<file path="config.mk">
export PLATFORM = sky130hd
export DESIGN_NAME = rncr_regs
export DESIGN_NICKNAME = d
export VERILOG_FILES = /design/src/design/rncr_pkg.sv /design/src/design/rncr_ovr_if.sv /design/src/design/rncr_ovr_det.sv /design/src/design/rncr_regs.sv
export VERILOG_INCLUDE_DIRS = /design/src /design/src/design
export SDC_FILE = /design/constraint.sdc
export NUM_CORES = 1
export LEC_CHECK = 0
export BUFFER_PORTS_ARGS = -buffer_cell sky130_fd_sc_hd__buf_2
export CORE_MARGIN = 2
export CORE_UTILIZATION = 58
export DETAILED_ROUTE_END_ITERATION = 7
export GPL_ROUTABILITY_DRIVEN = 0
export GPL_TIMING_DRIVEN = 1
export MAX_ROUTING_LAYER = met4
export PLACE_DENSITY = 0.86
export SYNTH_ARGS = -nofsm -noshare
export SYNTH_HDL_FRONTEND = slang
export SYNTH_HIERARCHICAL = 1
export SYNTH_SLANG_ARGS = --single-unit
</file>
<file path="constraint.sdc">
create_clock -name clk -period 3.4 [get_ports clk]
set_input_delay 0.34 -clock clk [delete_from_list [all_inputs] [get_ports clk]]
set_output_delay 0.34 -clock clk [all_outputs]
set_load 0.01 [all_outputs]
</file>
<file path="src/design/rncr_cfg.svh">
// Overview of operation
// (RULE1) Frequency word: high byte 7Ah, low byte 7Bh
// (RULE2) Oscillator frequency is word times rate over 65536
// (RULE3) Bit 2 of 7Eh: 6-dB gain, modes 4/6/7
// (RULE4) Bit 1 of 7Eh: 6-dB gain, mode 0, resets one
// (RULE5) Bit 0 of 7Eh: modes 1/3, register resets 3h
// (RULE6) Converter 07h: upper overrange limit, resets FFh
// (RULE7) Converter 08h: lower overrange limit, resets zero
// (RULE8) Bit 3 of D5h enables calibration
// (RULE9) Host sets then clears calibration at start-up
// (RULE10) Reserved bits written zero, read back zero
// (RULE11) Speed select one reports fast overrange flag
// (RULE12) Flag sets above upper, clears below lower
// (RULE13) Phase accumulator adds word each sample, wraps
`ifndef RNCR_CFG_SVH
`define RNCR_CFG_SVH

// ----------------------------------------------------------------
// Register offsets
// ----------------------------------------------------------------
`define RNCR_OFS_UPPER 8'h07
`define RNCR_OFS_LOWER 8'h08
`define RNCR_OFS_WORD_HI 8'h7A
`define RNCR_OFS_WORD_LO 8'h7B
`define RNCR_OFS_COMP 8'h7E
`define RNCR_OFS_CAL 8'hD5

// ----------------------------------------------------------------
// Field positions and reset values
// ----------------------------------------------------------------
`define RNCR_BIT_GAIN_467 2
`define RNCR_BIT_GAIN_0 1
`define RNCR_BIT_GAIN_13 0
`define RNCR_BIT_CAL_EN 3
`define RNCR_COMP_MASK 8'h07
`define RNCR_CAL_MASK 8'h08
`define RNCR_RST_UPPER 8'hFF
`define RNCR_RST_LOWER 8'h00
`define RNCR_RST_WORD 8'h00
`define RNCR_RST_COMP 8'h03
`define RNCR_RST_CAL 8'h00

// ----------------------------------------------------------------
// Timing counts
// ----------------------------------------------------------------
`define RNCR_OVR_MATCH_DELAY 4

`endif

</file>
<file path="src/design/rncr_pkg.sv">
package rncr_pkg;
    // One configuration byte
    typedef logic [7:0] rncr_byte_t;
    // Oscillator frequency word and phase
    typedef logic [15:0] rncr_word_t;
endpackage

</file>
<file path="src/design/rncr_ovr_if.sv">
`timescale 1ns/10ps
`default_nettype none
// Thresholds out to the detector, flag back
interface rncr_ovr_if;
    rncr_pkg::rncr_byte_t upper;
    rncr_pkg::rncr_byte_t lower;
    logic speed_sel;
    logic flag;
    modport cfg (output upper, output lower, output speed_sel,
                 input flag);
    modport det (input upper, input lower, input speed_sel,
                 output flag);
endinterface
`default_nettype wire

</file>
<file path="src/design/rncr_ovr_det.sv">
`timescale 1ns/10ps
`default_nettype none
`include "rncr_cfg.svh"
module rncr_ovr_det #(
    parameter int DELAY = `RNCR_OVR_MATCH_DELAY
) (
    // Clock and reset
    input wire logic clk,
    input wire logic sys_rst,
    // Sample path
    input wire logic sample_en,
    input wire logic [7:0] sample_mag,
    // Thresholds and flag
    rncr_ovr_if.det ovr
);
    // ----------------------------------------------------------------
    // Hysteresis detector
    // ----------------------------------------------------------------
    logic fast_reg; // Immediate flag
    logic fast_next;
    logic [DELAY-1:0] dly_reg; // Matches datapath latency
    logic flag_reg;
    wire logic above = sample_mag > ovr.upper;
    wire logic below = sample_mag < ovr.lower;

    // Set above upper, clear below lower, else hold
    assign fast_next = above ? 1'b1 : (below ? 1'b0 : fast_reg); // [RULE12]

    // Fast flag and delay line advance on the sample enable only; the output flag updates every cycle
    always_ff @(posedge clk) begin
        if (sys_rst) begin
            fast_reg <= 1'b0;
            dly_reg <= '0;
            flag_reg <= 1'b0;
        end else begin
            if (sample_en) begin
                fast_reg <= fast_next;
                dly_reg <= {dly_reg[DELAY-2:0], fast_reg};
            end
            // Speed select picks the fast or matched copy
            flag_reg <= ovr.speed_sel ? fast_reg : dly_reg[DELAY-1]; // [RULE11]
        end
    end
    assign ovr.flag = flag_reg;

    // ----------------------------------------------------------------
    // Checks
    // ----------------------------------------------------------------
    property p_fast_set;
        @(posedge clk) disable iff (sys_rst)
        sample_en && (sample_mag > ovr.upper) |=> fast_reg;
    endproperty
    a_fast_set: assert property (p_fast_set) // [RULE12]
        else $error("fast flag not set above upper limit");

    property p_fast_clr;
        @(posedge clk) disable iff (sys_rst)
        sample_en && (sample_mag < ovr.lower) && !(sample_mag > ovr.upper)
            |=> !fast_reg;
    endproperty
    a_fast_clr: assert property (p_fast_clr) // [RULE12]
        else $error("fast flag not cleared below lower limit");

    property p_sel_fast;
        @(posedge clk) disable iff (sys_rst)
        ovr.speed_sel |=> ovr.flag == $past(fast_reg);
    endproperty
    a_sel_fast: assert property (p_sel_fast) // [RULE11]
        else $error("fast flag not reported when selected");

    c_ovr_rise: cover property (@(posedge clk) disable iff (sys_rst)
        $rose(ovr.flag));
endmodule // rncr_ovr_det
`default_nettype wire

</file>
<file path="src/design/rncr_regs.sv">
`timescale 1ns/10ps
`default_nettype none
`include "rncr_cfg.svh"
module rncr_regs #(
    parameter int OVR_DELAY = `RNCR_OVR_MATCH_DELAY
) (
    // Clock and resets
    input wire logic clk,
    input wire logic sys_rst,
    input wire logic soft_rst,
    // Configuration port, page already selected upstream
    input wire logic channel_page,
    input wire logic converter_page,
    input wire logic cfg_wr,
    input wire logic cfg_rd,
    input wire logic [7:0] cfg_addr,
    input wire logic [7:0] cfg_wdata,
    output logic [7:0] cfg_rdata,
    // Channel datapath
    input wire logic sample_en,
    input wire logic [7:0] sample_mag,
    input wire logic overrange_speed_select,
    output logic [15:0] mixer_frequency_word,
    output logic [15:0] mixer_phase,
    output logic comp_gain_modes_four_six_seven,
    output logic comp_gain_mode_zero,
    output logic comp_gain_modes_one_three,
    output logic overrange_flag,
    // Converter core
    output logic [7:0] fast_overrange_upper_limit,
    output logic [7:0] fast_overrange_lower_limit,
    output logic cal_enable
);
    // ----------------------------------------------------------------
    // Address decode
    // ----------------------------------------------------------------
    // Offset match gated by its page select
    function automatic logic hit(input logic [7:0] a, input logic [7:0] o,
                                 input logic pg);
        hit = pg && (a == o);
    endfunction

    wire logic h_hi = hit(cfg_addr, `RNCR_OFS_WORD_HI, channel_page);
    wire logic h_lo = hit(cfg_addr, `RNCR_OFS_WORD_LO, channel_page);
    wire logic h_comp = hit(cfg_addr, `RNCR_OFS_COMP, channel_page);
    wire logic h_up = hit(cfg_addr, `RNCR_OFS_UPPER, converter_page);
    wire logic h_low = hit(cfg_addr, `RNCR_OFS_LOWER, converter_page);
    wire logic h_cal = hit(cfg_addr, `RNCR_OFS_CAL, converter_page);
    wire logic init = sys_rst || soft_rst; // Either reset reloads defaults

    // ----------------------------------------------------------------
    // Storage
    // ----------------------------------------------------------------
    rncr_pkg::rncr_byte_t word_hi_reg; // Frequency word [15:8]
    rncr_pkg::rncr_byte_t word_lo_reg; // Frequency word [7:0]
    rncr_pkg::rncr_byte_t comp_reg; // Only bits 2:0 stored
    rncr_pkg::rncr_byte_t upper_reg;
    rncr_pkg::rncr_byte_t lower_reg;
    rncr_pkg::rncr_byte_t cal_reg; // Only bit 3 stored
    rncr_pkg::rncr_byte_t rdata_reg;
    rncr_pkg::rncr_byte_t rdata_next;
    rncr_pkg::rncr_word_t phase_reg;
    rncr_pkg::rncr_word_t phase_next;

    // Full byte registers for the word and both limits
    always_ff @(posedge clk) begin
        if (init) begin
            word_hi_reg <= `RNCR_RST_WORD; // [RULE1]
            word_lo_reg <= `RNCR_RST_WORD; // [RULE1]
            upper_reg <= `RNCR_RST_UPPER; // [RULE6]
            lower_reg <= `RNCR_RST_LOWER; // [RULE7]
        end else if (cfg_wr) begin
            if (h_hi) begin
                word_hi_reg <= cfg_wdata; // [RULE1]
            end
            if (h_lo) begin
                word_lo_reg <= cfg_wdata; // [RULE1]
            end
            if (h_up) begin
                upper_reg <= cfg_wdata; // [RULE6]
            end
            if (h_low) begin
                lower_reg <= cfg_wdata; // [RULE7]
            end
        end
    end

    // Reserved bits are masked off so they never hold a one
    always_ff @(posedge clk) begin
        if (init) begin
            comp_reg <= `RNCR_RST_COMP; // [RULE4] [RULE5]
            cal_reg <= `RNCR_RST_CAL;
        end else if (cfg_wr) begin
            if (h_comp) begin
                comp_reg <= cfg_wdata & `RNCR_COMP_MASK; // [RULE3] [RULE10]
            end
            if (h_cal) begin
                cal_reg <= cfg_wdata & `RNCR_CAL_MASK; // [RULE8] [RULE10]
            end
        end
    end

    // ----------------------------------------------------------------
    // Read back
    // ----------------------------------------------------------------
    // Unmapped or unselected offsets read zero; data lands next cycle
    assign rdata_next = !cfg_rd ? rdata_reg :
                        h_hi ? word_hi_reg :
                        h_lo ? word_lo_reg :
                        h_comp ? comp_reg :
                        h_up ? upper_reg :
                        h_low ? lower_reg :
                        h_cal ? cal_reg : 8'h00; // [RULE10]

    always_ff @(posedge clk) begin
        if (sys_rst) begin
            rdata_reg <= 8'h00;
        end else begin
            rdata_reg <= rdata_next;
        end
    end
    assign cfg_rdata = rdata_reg;

    // ----------------------------------------------------------------
    // Oscillator phase
    // ----------------------------------------------------------------
    // Step equals the word, so frequency is word * fs / 65536; the
    // natural 16-bit wrap makes every word value legal
    assign phase_next = phase_reg + mixer_frequency_word; // [RULE2] [RULE13]

    always_ff @(posedge clk) begin
        if (init) begin
            phase_reg <= 16'h0000;
        end else if (sample_en) begin
            phase_reg <= phase_next; // [RULE13]
        end
    end
    assign mixer_phase = phase_reg;

    // ----------------------------------------------------------------
    // Outputs
    // ----------------------------------------------------------------
    assign mixer_frequency_word = {word_hi_reg, word_lo_reg}; // [RULE1]
    assign comp_gain_modes_four_six_seven = comp_reg[`RNCR_BIT_GAIN_467]; // [RULE3]
    assign comp_gain_mode_zero = comp_reg[`RNCR_BIT_GAIN_0]; // [RULE4]
    assign comp_gain_modes_one_three = comp_reg[`RNCR_BIT_GAIN_13]; // [RULE5]
    // Calibration runs only while the host holds this bit set
    assign cal_enable = cal_reg[`RNCR_BIT_CAL_EN]; // [RULE8] [RULE9]
    assign fast_overrange_upper_limit = upper_reg;
    assign fast_overrange_lower_limit = lower_reg;

    // ----------------------------------------------------------------
    // Overrange detector
    // ----------------------------------------------------------------
    rncr_ovr_if ovr_link ();
    assign ovr_link.upper = upper_reg;
    assign ovr_link.lower = lower_reg;
    assign ovr_link.speed_sel = overrange_speed_select;
    assign overrange_flag = ovr_link.flag;

    rncr_ovr_det #(
        .DELAY(OVR_DELAY)
    ) u_det (
        .clk(clk),
        .sys_rst(sys_rst),
        .sample_en(sample_en),
        .sample_mag(sample_mag),
        .ovr(ovr_link.det)
    );

    // ----------------------------------------------------------------
    // Checks
    // ----------------------------------------------------------------
    property p_word_hi;
        @(posedge clk) disable iff (init)
        cfg_wr && h_hi ##1 !init |-> mixer_frequency_word[15:8] ==
            $past(cfg_wdata);
    endproperty
    a_word_hi: assert property (p_word_hi) // [RULE1]
        else $error("high word byte not written");

    property p_phase;
        @(posedge clk) disable iff (init)
        sample_en ##1 !init |-> phase_reg ==
            16'($past(phase_reg) + $past(mixer_frequency_word));
    endproperty
    a_phase: assert property (p_phase) // [RULE2]
        else $error("phase step wrong");

    property p_gain467;
        @(posedge clk) disable iff (init)
        cfg_wr && h_comp ##1 !init |->
            comp_gain_modes_four_six_seven == $past(cfg_wdata[2]);
    endproperty
    a_gain467: assert property (p_gain467) // [RULE3]
        else $error("mode 4/6/7 gain not written");

    property p_comp_rst;
        @(posedge clk) sys_rst |=> comp_gain_mode_zero &&
            comp_gain_modes_one_three && !comp_gain_modes_four_six_seven;
    endproperty
    a_comp_rst: assert property (p_comp_rst) // [RULE4] [RULE5]
        else $error("compensation reset value wrong");

    property p_upper_rst;
        @(posedge clk) sys_rst |=> fast_overrange_upper_limit == 8'hFF;
    endproperty
    a_upper_rst: assert property (p_upper_rst) // [RULE6]
        else $error("upper limit reset wrong");

    property p_lower;
        @(posedge clk) disable iff (init)
        cfg_wr && h_low ##1 !init |->
            fast_overrange_lower_limit == $past(cfg_wdata);
    endproperty
    a_lower: assert property (p_lower) // [RULE7]
        else $error("lower limit not written");

    property p_cal;
        @(posedge clk) disable iff (init)
        cfg_wr && h_cal ##1 !init |-> cal_enable == $past(cfg_wdata[3]);
    endproperty
    a_cal: assert property (p_cal) // [RULE8]
        else $error("calibration enable not written");

    property p_rsvd;
        @(posedge clk) disable iff (sys_rst)
        cfg_rd && h_comp |=> cfg_rdata[7:3] == 5'h00;
    endproperty
    a_rsvd: assert property (p_rsvd) // [RULE10]
        else $error("reserved bits read nonzero");

    // Calibration register keeps only bit 3; both sides of it read zero
    property p_rsvd_cal;
        @(posedge clk) disable iff (sys_rst)
        cfg_rd && h_cal |=> {cfg_rdata[7:4], cfg_rdata[2:0]} == 7'h00;
    endproperty
    a_rsvd_cal: assert property (p_rsvd_cal) // [RULE10]
        else $error("reserved calibration bits read nonzero");

    c_cal_toggle: cover property (@(posedge clk) disable iff (init)
        $rose(cal_enable) ##[1:1000] $fell(cal_enable));
    c_word_set: cover property (@(posedge clk) disable iff (init)
        cfg_wr && h_hi ##[1:4] cfg_wr && h_lo);
    c_read_comp: cover property (@(posedge clk) disable iff (init)
        cfg_rd && h_comp);
endmodule // rncr_regs
`default_nettype wire

</file>
==> results of run 1 <==
==> cell type report <==
type / count / area, µm² / area share
Clock buffer: 9 / 124 / 0.0268
Clock inverter: 7 / 141 / 0.0305
Inverter: 23 / 86.3 / 0.0187
Multi-Input combinational cell: 338 / 2390 / 0.516
Sequential cell: 66 / 1320 / 0.285
Tap cell: 77 / 96.3 / 0.0208
Timing Repair Buffer: 94 / 473 / 0.102
==> cells in the final DEF, fill, tap and decap left out, types with 8 or more instances in the layout <==
cell type / n
nand2b_1: 10
nor2b_1: 8
ha_1: 30
a21oi_1: 36
a22oi_1: 8
xnor2_1: 10
nand2_1: 28
nor2_1: 53
mux2i_1: 44
o21ai_0: 8
inv_1: 23
clkbuf_8: 9
nand3_1: 15
buf_2: 93
dfxtp_1: 66
o211ai_1: 13
==> report_power, final <==
part	internal [mW]	switching, mW	total [mW]
sequential	0.774	0.00159	0.776
combinational	0.0423	0.0750	0.117
clock	0.561	0.322	0.883
==> stage by stage <==
stage                     power [mW]  hold WS (ns)  setup slack (ns)  cells
final                           1.78         0.245              1.03    614
after global routing            1.82         0.262             0.889    614
after CTS                       1.78         0.237              1.02    614
after detailed placement       0.908         0.457              1.06    598
after global placement         0.903         0.452              1.19    598
after floorplan                0.860         0.412              1.31    448
==> critical path: cells and delay by family (launching register included) <==
family,cells,cell delay (ns)
AO/OA/AOI/OAI,6,1.22
adder cells (fa/ha/maj),2,0.65
flip-flops,1,0.34
==> kinds of logic after synthesis <==
family	after synthesis
flops	66
buf+inv	44
compound gates	98
mux	44
simple gates	152
fa+ha+maj	31
xor+xnor	13
==> worst paths after layout <==
path | start | end | slack, ns | cells after the start
max | word_lo_reg[0] | mixer_phase[12] | 1.03 | 8
min | overrange_speed_select | u_det/ovr.flag | 0.24 | 3
min reg2reg | cfg_rdata[1] | cfg_rdata[1] | 0.47 | 2
max reg2reg | word_lo_reg[0] | mixer_phase[12] | 1.03 | 8
==> routing by layer <==
metal	vias up	wire, µm
li1	1783	-
met1	1767	4460
met2	194	4940
met3	32	845
met4	0	292
met5	-	0
==> metrics, run 1 <==
initial antenna violation count 0; vias in the first global route between 3k and 4k; min Tclk post-route about 2.4 ns; WL per Instance roughly 17 µm; Final nets just under 600; clock tree sinks 66; GRT busiest layer met2; Crit Path Class reg -> reg; Hold Buf Count CTS 0; final hold vios 0; Clk pin slew, worst setup/hold paths approximately 0.070 ns; Root Buffer clkbuf_8; post-route ant nets 0; share of layout cells above drive strength 1 0.220; static leakage approximately 2.3 nW; RSZ-0062 raised after global routing no; worst-margin pin slew 0.851 ns; count leader, synth dfxtp_1; setup bufs post-CTS 0; status finished with violations; synth cell count leaders 66 x dfxtp_1, 53 x nor2_1, 44 x mux2i_1; Syn Nets slightly above 500; Gate Count Post-Synth around 450; design area roughly 4600 µm²; n_diodes 0; Post-synth EDFFs 0; Detailed Routing Iterations Pass 1 7; Max Fclk around 0.42 GHz; met3 Use GR 0.0799; Hold Path Class in -> reg; Post-Synth XOR/XNOR Area 0.0293; CTS H-tree lvls 3; number of synthesized register bits 66; syn_area_per_cell 8.67 µm²; met1 usage 0.369; core area ~6400 µm²; max reg flops 16; met2 GRT Util 0.479; Compound-Gate Fraction of Synth Area 0.169; skew final 0.00780 ns; CTS resizes 0; Longest Clk Path Bufs 2; PortBufs 93; simple-gate share of the synthesized area 0.201; initial core utilization 0.605; Startpoint Class flip-flop; Critical Path Max Stage Delay 0.42 ns; Main synth FF type dfxtp_1; Max-cap violations 0; WP data arrival ~2.6 ns; Cell Area, Synth 3880 µm²; hpwl dp 7.74 mm; DRT iter0 DRCs around 300; gr usage total 0.302; mux cell area share after synthesis 0.113; Crit. End Element flip-flop; Post-synth ARST share 0; Yosys warnings 6; CP Cell Sequence ha_1 > fa_1 > a21oi_1 > o21ai_0 > o22ai_1 > a21oi_1 > a221oi_1 > a311oi_1; Routed WL 10.5 mm; largest net degree at the start of global routing 42; clk_lat worst skew approximately 0.35 ns; Via Count 3,776; Syn-to-layout area delta 19.2%; fin crit share 0.697; top cells by area, synth dfxtp_1 34%, mux2i_1 11%, ha_1 9.7%; final slew viol count 0; drt drc 4; post-route setup TNS 0 ns; Adder-Cell Fraction of Synth Area 0.102; Worst IR Drop VDD between 0.0003 and 0.0004 V; first-pass GRT wire length about 17 mm; Die W 85.8 µm; post-synthesis sequential area ratio 0.340; Pwr Density 384 nW/µm²; WP data required 3.59 ns; placed cell areas 4360 µm²; Rel. slew slack 0.432; total gr overflow 0; Setup Viol. Count Final 0; Synth cell types 56; largest family of logic cells by synthesized area simple AND/OR/NAND/NOR gates; Ports 94; Worst Path Max Fanout 4; Die ar. between 7000 and 8000 µm²; Most common cell on crit path a21oi_1; clock tree from TritonCTS built; CTS Buf Count 9; vias per inst between 6 and 7; vertical die dimension 85.8 µm; Core Util, Final 0.721; Worst path slowest cell fa_1; Synth top area share 0.340; row count 29; failing checks design-rule violations; number of fill cells in the layout roughly 490; Synth area leader dfxtp_1
Note: power is estimated with default switching activity, not from simulation.
==> run 2, diff against run 1 <==
--- a/config.mk
+++ b/config.mk
@@ -6,14 +6,15 @@
 export SDC_FILE = /design/constraint.sdc
 export NUM_CORES = 1
 export LEC_CHECK = 0
+export ABC_AREA = 1
 export BUFFER_PORTS_ARGS = -buffer_cell sky130_fd_sc_hd__buf_2
 export CORE_MARGIN = 2
-export CORE_UTILIZATION = 58
+export CORE_UTILIZATION = 49
 export DETAILED_ROUTE_END_ITERATION = 7
 export GPL_ROUTABILITY_DRIVEN = 0
 export GPL_TIMING_DRIVEN = 1
 export MAX_ROUTING_LAYER = met4
-export PLACE_DENSITY = 0.86
+export PLACE_DENSITY = 0.77
 export SYNTH_ARGS = -nofsm -noshare
 export SYNTH_HDL_FRONTEND = slang
 export SYNTH_HIERARCHICAL = 1
==> constraint.sdc (replaced) <==
create_clock -name clk -period 2 [get_ports clk]
set_input_delay 0.2 -clock clk [delete_from_list [all_inputs] [get_ports clk]]
set_output_delay 0.2 -clock clk [all_outputs]
set_load 0.01 [all_outputs]
==> metrics, run 2 <==
total gr overflow 0 (unchanged); Post-synth ARST share 0 (unchanged); met2 GRT Util 0.479 (about the same); Die W 94.8 µm (+11%); initial core utilization 0.500 (-0.105); Setup Viol. Count Final 0 (unchanged); CTS H-tree lvls 3 (unchanged); vertical die dimension 94.8 µm (+11%); vias in the first global route 4,015 (+10%); Final nets 756 (+27%); skew final 0.00999 ns (+0.00219 ns); drt drc 0 (-4); Crit Path Class reg -> reg; most common cell after layout, fill and taps aside nand2_1; WP data arrival 2.07 ns (-0.49 ns); Routed WL 11.7 mm (+11%); Gate Count Post-Synth 593 (+32%); clk_lat worst skew 0.35 ns (about the same); Hold Path Class in -> reg; core area 8090 µm² (+26%); syn_area_per_cell 6.82 µm² (-21%); number of synthesized register bits 66 (unchanged); synth cell count leaders 132 x nand2_1, 88 x inv_1, 66 x dfxtp_1; Pwr Density 567 nW/µm² (+48%); Ports 94 (unchanged); hold endpoint u_det/ovr.flag; Longest Clk Path Bufs 2 (unchanged); Clk pin slew, worst setup/hold paths 0.08 ns (about the same); Crit. End Element flip-flop; clock tree sinks 66 (unchanged); max reg flops 16 (unchanged); Die ar. 9000 µm² (+22%); count leader, synth nand2_1; final std cells w/o fill 802 (+31%); Min-Delay Path Depth 3 (unchanged); Rel. slew slack 0.597 (+0.165); Syn-to-layout area delta 19.8%; Startpoint Class flip-flop; reg2reg setup slack 0.17 ns (-0.86 ns); Syn Nets 657 (+28%); static leakage 2.66 nW (+14%); share of layout cells above drive strength 1 0.198 (-0.0217); min Tclk post-route 1.83 ns (-0.543 ns); Worst IR Drop VDD 0.000292 V (-15%); Yosys warnings 6 (unchanged); Inst Count DP 786 (+31%); Detailed Routing Iterations Pass 1 7 (unchanged); WP data required 2.24 ns (-1.35 ns); Cell Area, Synth 4040 µm² (+4.2%); HP Start overrange_speed_select; status complete, no violations; met3 Use GR 0.0511 (-0.0288); top cells by area, synth dfxtp_1 33%, nand2_1 12%, ha_1 9.3%; row count 33 (+14%); CTS Buf Count 9 (unchanged); Worst Path Max Fanout 4 (unchanged); post-route setup TNS 0 ns (unchanged); PortBufs 93 (unchanged); largest net degree at the start of global routing 37 (-12%); most frequent cells in the layout 132 x nand2_1, 93 x buf_2, 88 x inv_1; post-synthesis sequential area ratio 0.327 (-0.0136); n_diodes 0 (unchanged); GRT busiest layer met2; initial antenna violation count 0 (unchanged); final hold vios 0 (unchanged); WL per Instance 14.6 µm (-15%); Post-synth EDFFs 0 (unchanged); Synth top area share 0.327 (-0.0136); clock tree from TritonCTS built; Via Count 4,315 (+14%); RSZ-0062 raised after global routing no; met1 usage 0.333 (-0.0361); RR Endpoint mixer_phase[10]; vias per inst 5.38 (-13%); Synth cell types 34 (-39%); Main synth FF type dfxtp_1; gr usage total 0.279 (-0.0236); first-pass GRT wire length 19.0 mm (+10%); Synth area leader dfxtp_1; Max-cap violations 0 (unchanged); hpwl dp 9.13 mm (+18%); final slew viol count 0 (unchanged); setup bufs post-CTS 0 (unchanged); r2r worst-path depth 12 (+4); Root Buffer clkbuf_8; post-route ant nets 0 (unchanged); fin crit share 0.914 (+0.217); RR Startpoint word_lo_reg[0]; Max Fclk 0.547 GHz (+30%); DRT iter0 DRCs 312 (+6.1%); worst-margin pin slew 0.603 ns (-0.248 ns)
[run 2: cell count changes in the layout (fill, tap and decap cells not counted), sizes merged, moves of 18 or more]
cell and change:
nand4 +26, o21ai +32, mux2i -43, a21oi +25, inv +66, nor2 +18
nand2 +106
[run 2: cell families (layout without fill, tap and decap cells)]
logic type | after synthesis | count (layout) | synth area share
AOI/OAI and AO/OA | 117 | 117 | 0.159
xor gates and xnor gates | 8 | 8 | 0.0173
adders and majority gates | 31 | 31 | 0.0978
buffers and inverters | 104 | 208 | 0.102
DFF | 66 | 66 | 0.327
muxes | 1 | 1 | 0.00248
and+or+nand+nor | 266 | 266 | 0.295
[run 2: repair_timing]
item,CTS,global route
endpoints found under the setup margin,0,1
resized for setup,0,1
hold buffers,0,0
[run 2: routing by layer]
metal / part of all wire / vias up / wire (µm)
met5: 0 / - / 0
met2: 0.49 / 167 / 5740
met4: 0.013 / 0 / 153
li1: - / 2151 / -
met1: 0.42 / 1982 / 4940
met3: 0.075 / 15 / 884
[run 2: layout make-up]
cell class	instances	area [µm²]
sequential	66	1320
timing repair buffer	104	548
tap	105	131
inverter	88	330
clock buffer	9	124
clock inverter	7	77.6
multi-input combinational	423	2310
fill	770	3250
[run 2: where the power goes]
| part | internal, mW | switching (mW) | leakage (nW) |
|---|---|---|---|
| combinational | 0.0833 | 0.173 | 2.03 |
| sequential | 1.32 | 0.00879 | 0.533 |
| clock | 0.584 | 0.576 | 0.0998 |
[run 2: critical path, cell delays in order (launching register included)]
cell and delay [ns]:
dfxtp_1 0.34, ha_1 0.24, fa_2 0.36, nand3_1 0.09
nand2_1 0.12, nand2_1 0.08, nand2_1 0.08, nand2_1 0.07
nand2_1 0.06, nand2_1 0.06, nand2_1 0.04, o21ai_0 0.14
inv_1 0.05
[run 2: how the worst max path moves through the flow]
stage | cells past startpoint | slack [ns] | end | start
2_1_floorplan | 12 | 0.24 | mixer_phase[10] | word_lo_reg[0]
3_3_place_gp | 12 | 0.16 | mixer_phase[10] | word_lo_reg[0]
3_5_place_dp | 12 | 0.14 | mixer_phase[10] | word_lo_reg[0]
4_1_cts | 12 | 0.10 | mixer_phase[10] | word_lo_reg[0]
5_1_grt | 12 | 0.01 | mixer_phase[10] | word_lo_reg[0]
6_report | 12 | 0.17 | mixer_phase[10] | word_lo_reg[0]
[run 2: per-stage QoR]
stage / setup WS (ns) / power [mW] / hold WS, ns / util / area [µm²]
final: 0.172 / 2.75 / 0.106 / 0.599 / 4850
after global routing: 0.0146 / 2.85 / 0.121 / 0.599 / 4850
after CTS: 0.101 / 2.75 / 0.101 / 0.598 / 4840
after detailed placement: 0.138 / 1.61 / 0.447 / 0.574 / 4640
after global placement: 0.160 / 1.61 / 0.444 / 0.574 / 4640
after floorplan: 0.237 / 1.51 / 0.262 / - / 4040
==> run 3, diff against run 2 <==
--- a/config.mk
+++ b/config.mk
@@ -6,13 +6,11 @@
 export SDC_FILE = /design/constraint.sdc
 export NUM_CORES = 1
 export LEC_CHECK = 0
-export ABC_AREA = 1
 export BUFFER_PORTS_ARGS = -buffer_cell sky130_fd_sc_hd__buf_2
 export CORE_MARGIN = 2
 export CORE_UTILIZATION = 49
 export DETAILED_ROUTE_END_ITERATION = 7
 export GPL_ROUTABILITY_DRIVEN = 0
-export GPL_TIMING_DRIVEN = 1
 export MAX_ROUTING_LAYER = met4
 export PLACE_DENSITY = 0.77
 export SYNTH_ARGS = -nofsm -noshare
==> constraint.sdc (replaced) <==
create_clock -name clk -period 2 [get_ports clk]
set_input_delay 0.2 -clock clk [delete_from_list [all_inputs] [get_ports clk]]
set_output_delay 0.2 -clock clk [all_outputs]
set_load 0.005 [all_outputs]
==> metrics, run 3 (synthesis gave the netlist of run 1 again) <==
status complete, no violations; share of layout cells above drive strength 1 0.295 (+0.0971); Worst Path Max Fanout 3 (-1); clock tree sinks 66 (unchanged); largest net degree at the start of global routing 31 (-16%); RSZ-0062 raised after global routing yes; WP data arrival 2.23 ns (+0.16 ns); Hold Path Class in -> reg; Die ar. 8650 µm² (-3.8%); clock tree from TritonCTS built; Via Count 3,888 (-9.9%); vias per inst 5.82 (+8.2%); most frequent cells in the layout 93 x buf_2, 62 x dfxtp_1, 53 x nor2_1; PortBufs 93 (unchanged); Setup Viol. Count Final 0 (unchanged); total gr overflow 0 (unchanged); n_diodes 0 (unchanged); Max-cap violations 0 (unchanged); initial antenna violation count 0 (unchanged); Routed WL 11.4 mm (-2.6%); final hold vios 0 (unchanged); row count 32 (-3.0%); final slew viol count 0 (unchanged); Root Buffer clkbuf_8; drt drc 0 (unchanged); Die W 93.0 µm (-1.9%); post-route setup TNS 0 ns (unchanged); CTS H-tree lvls 3 (unchanged); Hold Buf Count CTS 0 (unchanged); Crit. End Element flip-flop; Ports 94 (unchanged); Pwr Density 531 nW/µm² (-6.3%); post-route ant nets 0 (unchanged); core area 7690 µm² (-5.0%); Place WS -0.0481 ns (-0.186 ns); Crit Path Class reg -> reg; CTS Buf Count 9 (unchanged); gr usage total 0.275 (-0.00322); WL per Instance 17.1 µm (+17%); clk_lat worst skew 0.36 ns (about the same); vias in the first global route 3,780 (-5.9%); initial core utilization 0.505 (+0.00535); vertical die dimension 93.0 µm (-1.9%); first-pass GRT wire length 18.4 mm (-3.2%); DRT iter0 DRCs 261 (-16%); hpwl dp 8.42 mm (-7.8%); Longest Clk Path Bufs 2 (unchanged); Reg area 1330 µm² (+0.38%); Max Fclk 0.515 GHz (-5.8%); static leakage 2.42 nW (-9.1%); Startpoint Class flip-flop; WP data required 2.29 ns (+0.05 ns); most common cell after layout, fill and taps aside buf_2; Rel. slew slack 0.664 (+0.0665); Worst Slack Setup Final 0.0591 ns (-0.113 ns); skew final 0.00573 ns (-0.00425 ns); Final nets 625 (-17%); Worst IR Drop VDD 0.000354 V (+21%); min Tclk post-route 1.94 ns (+0.113 ns); Detailed Routing Iterations Pass 1 5 (-2); fin crit share 0.970 (+0.0563); Clk pin slew, worst setup/hold paths 0.08 ns (about the same); max reg flops 16 (unchanged); number of fill cells in the layout 691 (-10%); multi-input logic area 2490 µm² (+7.7%); Syn-to-layout area delta 26.5%; worst-margin pin slew 0.497 ns (-0.106 ns)
run 3: report_power, final:
part,internal (mW),total [mW],switching (mW)
Sequential,1.32,1.32,0.00335
Combinational,0.0772,0.204,0.127
Clock,0.471,1.08,0.614
Total,1.86,2.61,0.744
run 3: per-stage QoR:
step           area [µm²]  total power, mW  hold WS [ns]   util  cells
5_1_grt              4910             2.69         0.120  0.639    668
4_1_cts              4810             2.60        0.0987  0.625    667
2_1_floorplan        3890             1.46         0.272      -    448
3_5_place_dp         4590             1.55         0.457  0.597    648
3_3_place_gp         4590             1.54         0.453  0.597    648
6_report             4910             2.61        0.0930  0.639    668
run 3: area by class of cell:
class	instances	area share
clock inverter	7	0.0122
clock buffer	9	0.0252
timing repair buffer	123	0.141
inverter	23	0.0176
sequential	66	0.270
multi-input combinational	338	0.507
tap	102	0.0260
run 3: what timing repair did:
action                                 CTS  global route
buffers inserted                         3             1
gates resized for setup                  4            19
pin swaps                                5             9
endpoints found under the hold margin    0             0
setup endpoints to repair                6             9
run 3: final timing paths:
path                                             start               to  slack, ns  cells past startpoint
worst max-delay path                    mixer_phase[0]  mixer_phase[10]       0.06                     10
worst min-delay path            overrange_speed_select   u_det/ovr.flag       0.09                      3
worst max register to register          mixer_phase[0]  mixer_phase[10]       0.06                     10
worst min register to register            cfg_rdata[1]     cfg_rdata[1]       0.47                      2
run 3: layer usage:
metal  wire [µm]  part of all wire  track usage
met1        4940              0.43        0.349
met2        5430              0.48        0.447
met3         732             0.064       0.0467
met4         308             0.027       0.0944
met5           0                 0            -
run 3: worst max-delay path: stages (launching register included):
cell,delay [ns]
dfxtp_2,0.34
ha_4,0.16
fa_2,0.35
a21oi_2,0.17
o21ai_2,0.07
o22ai_1,0.14
buf_4,0.16
a21oi_4,0.07
buf_6,0.14
xnor2_2,0.13
a21oi_2,0.14
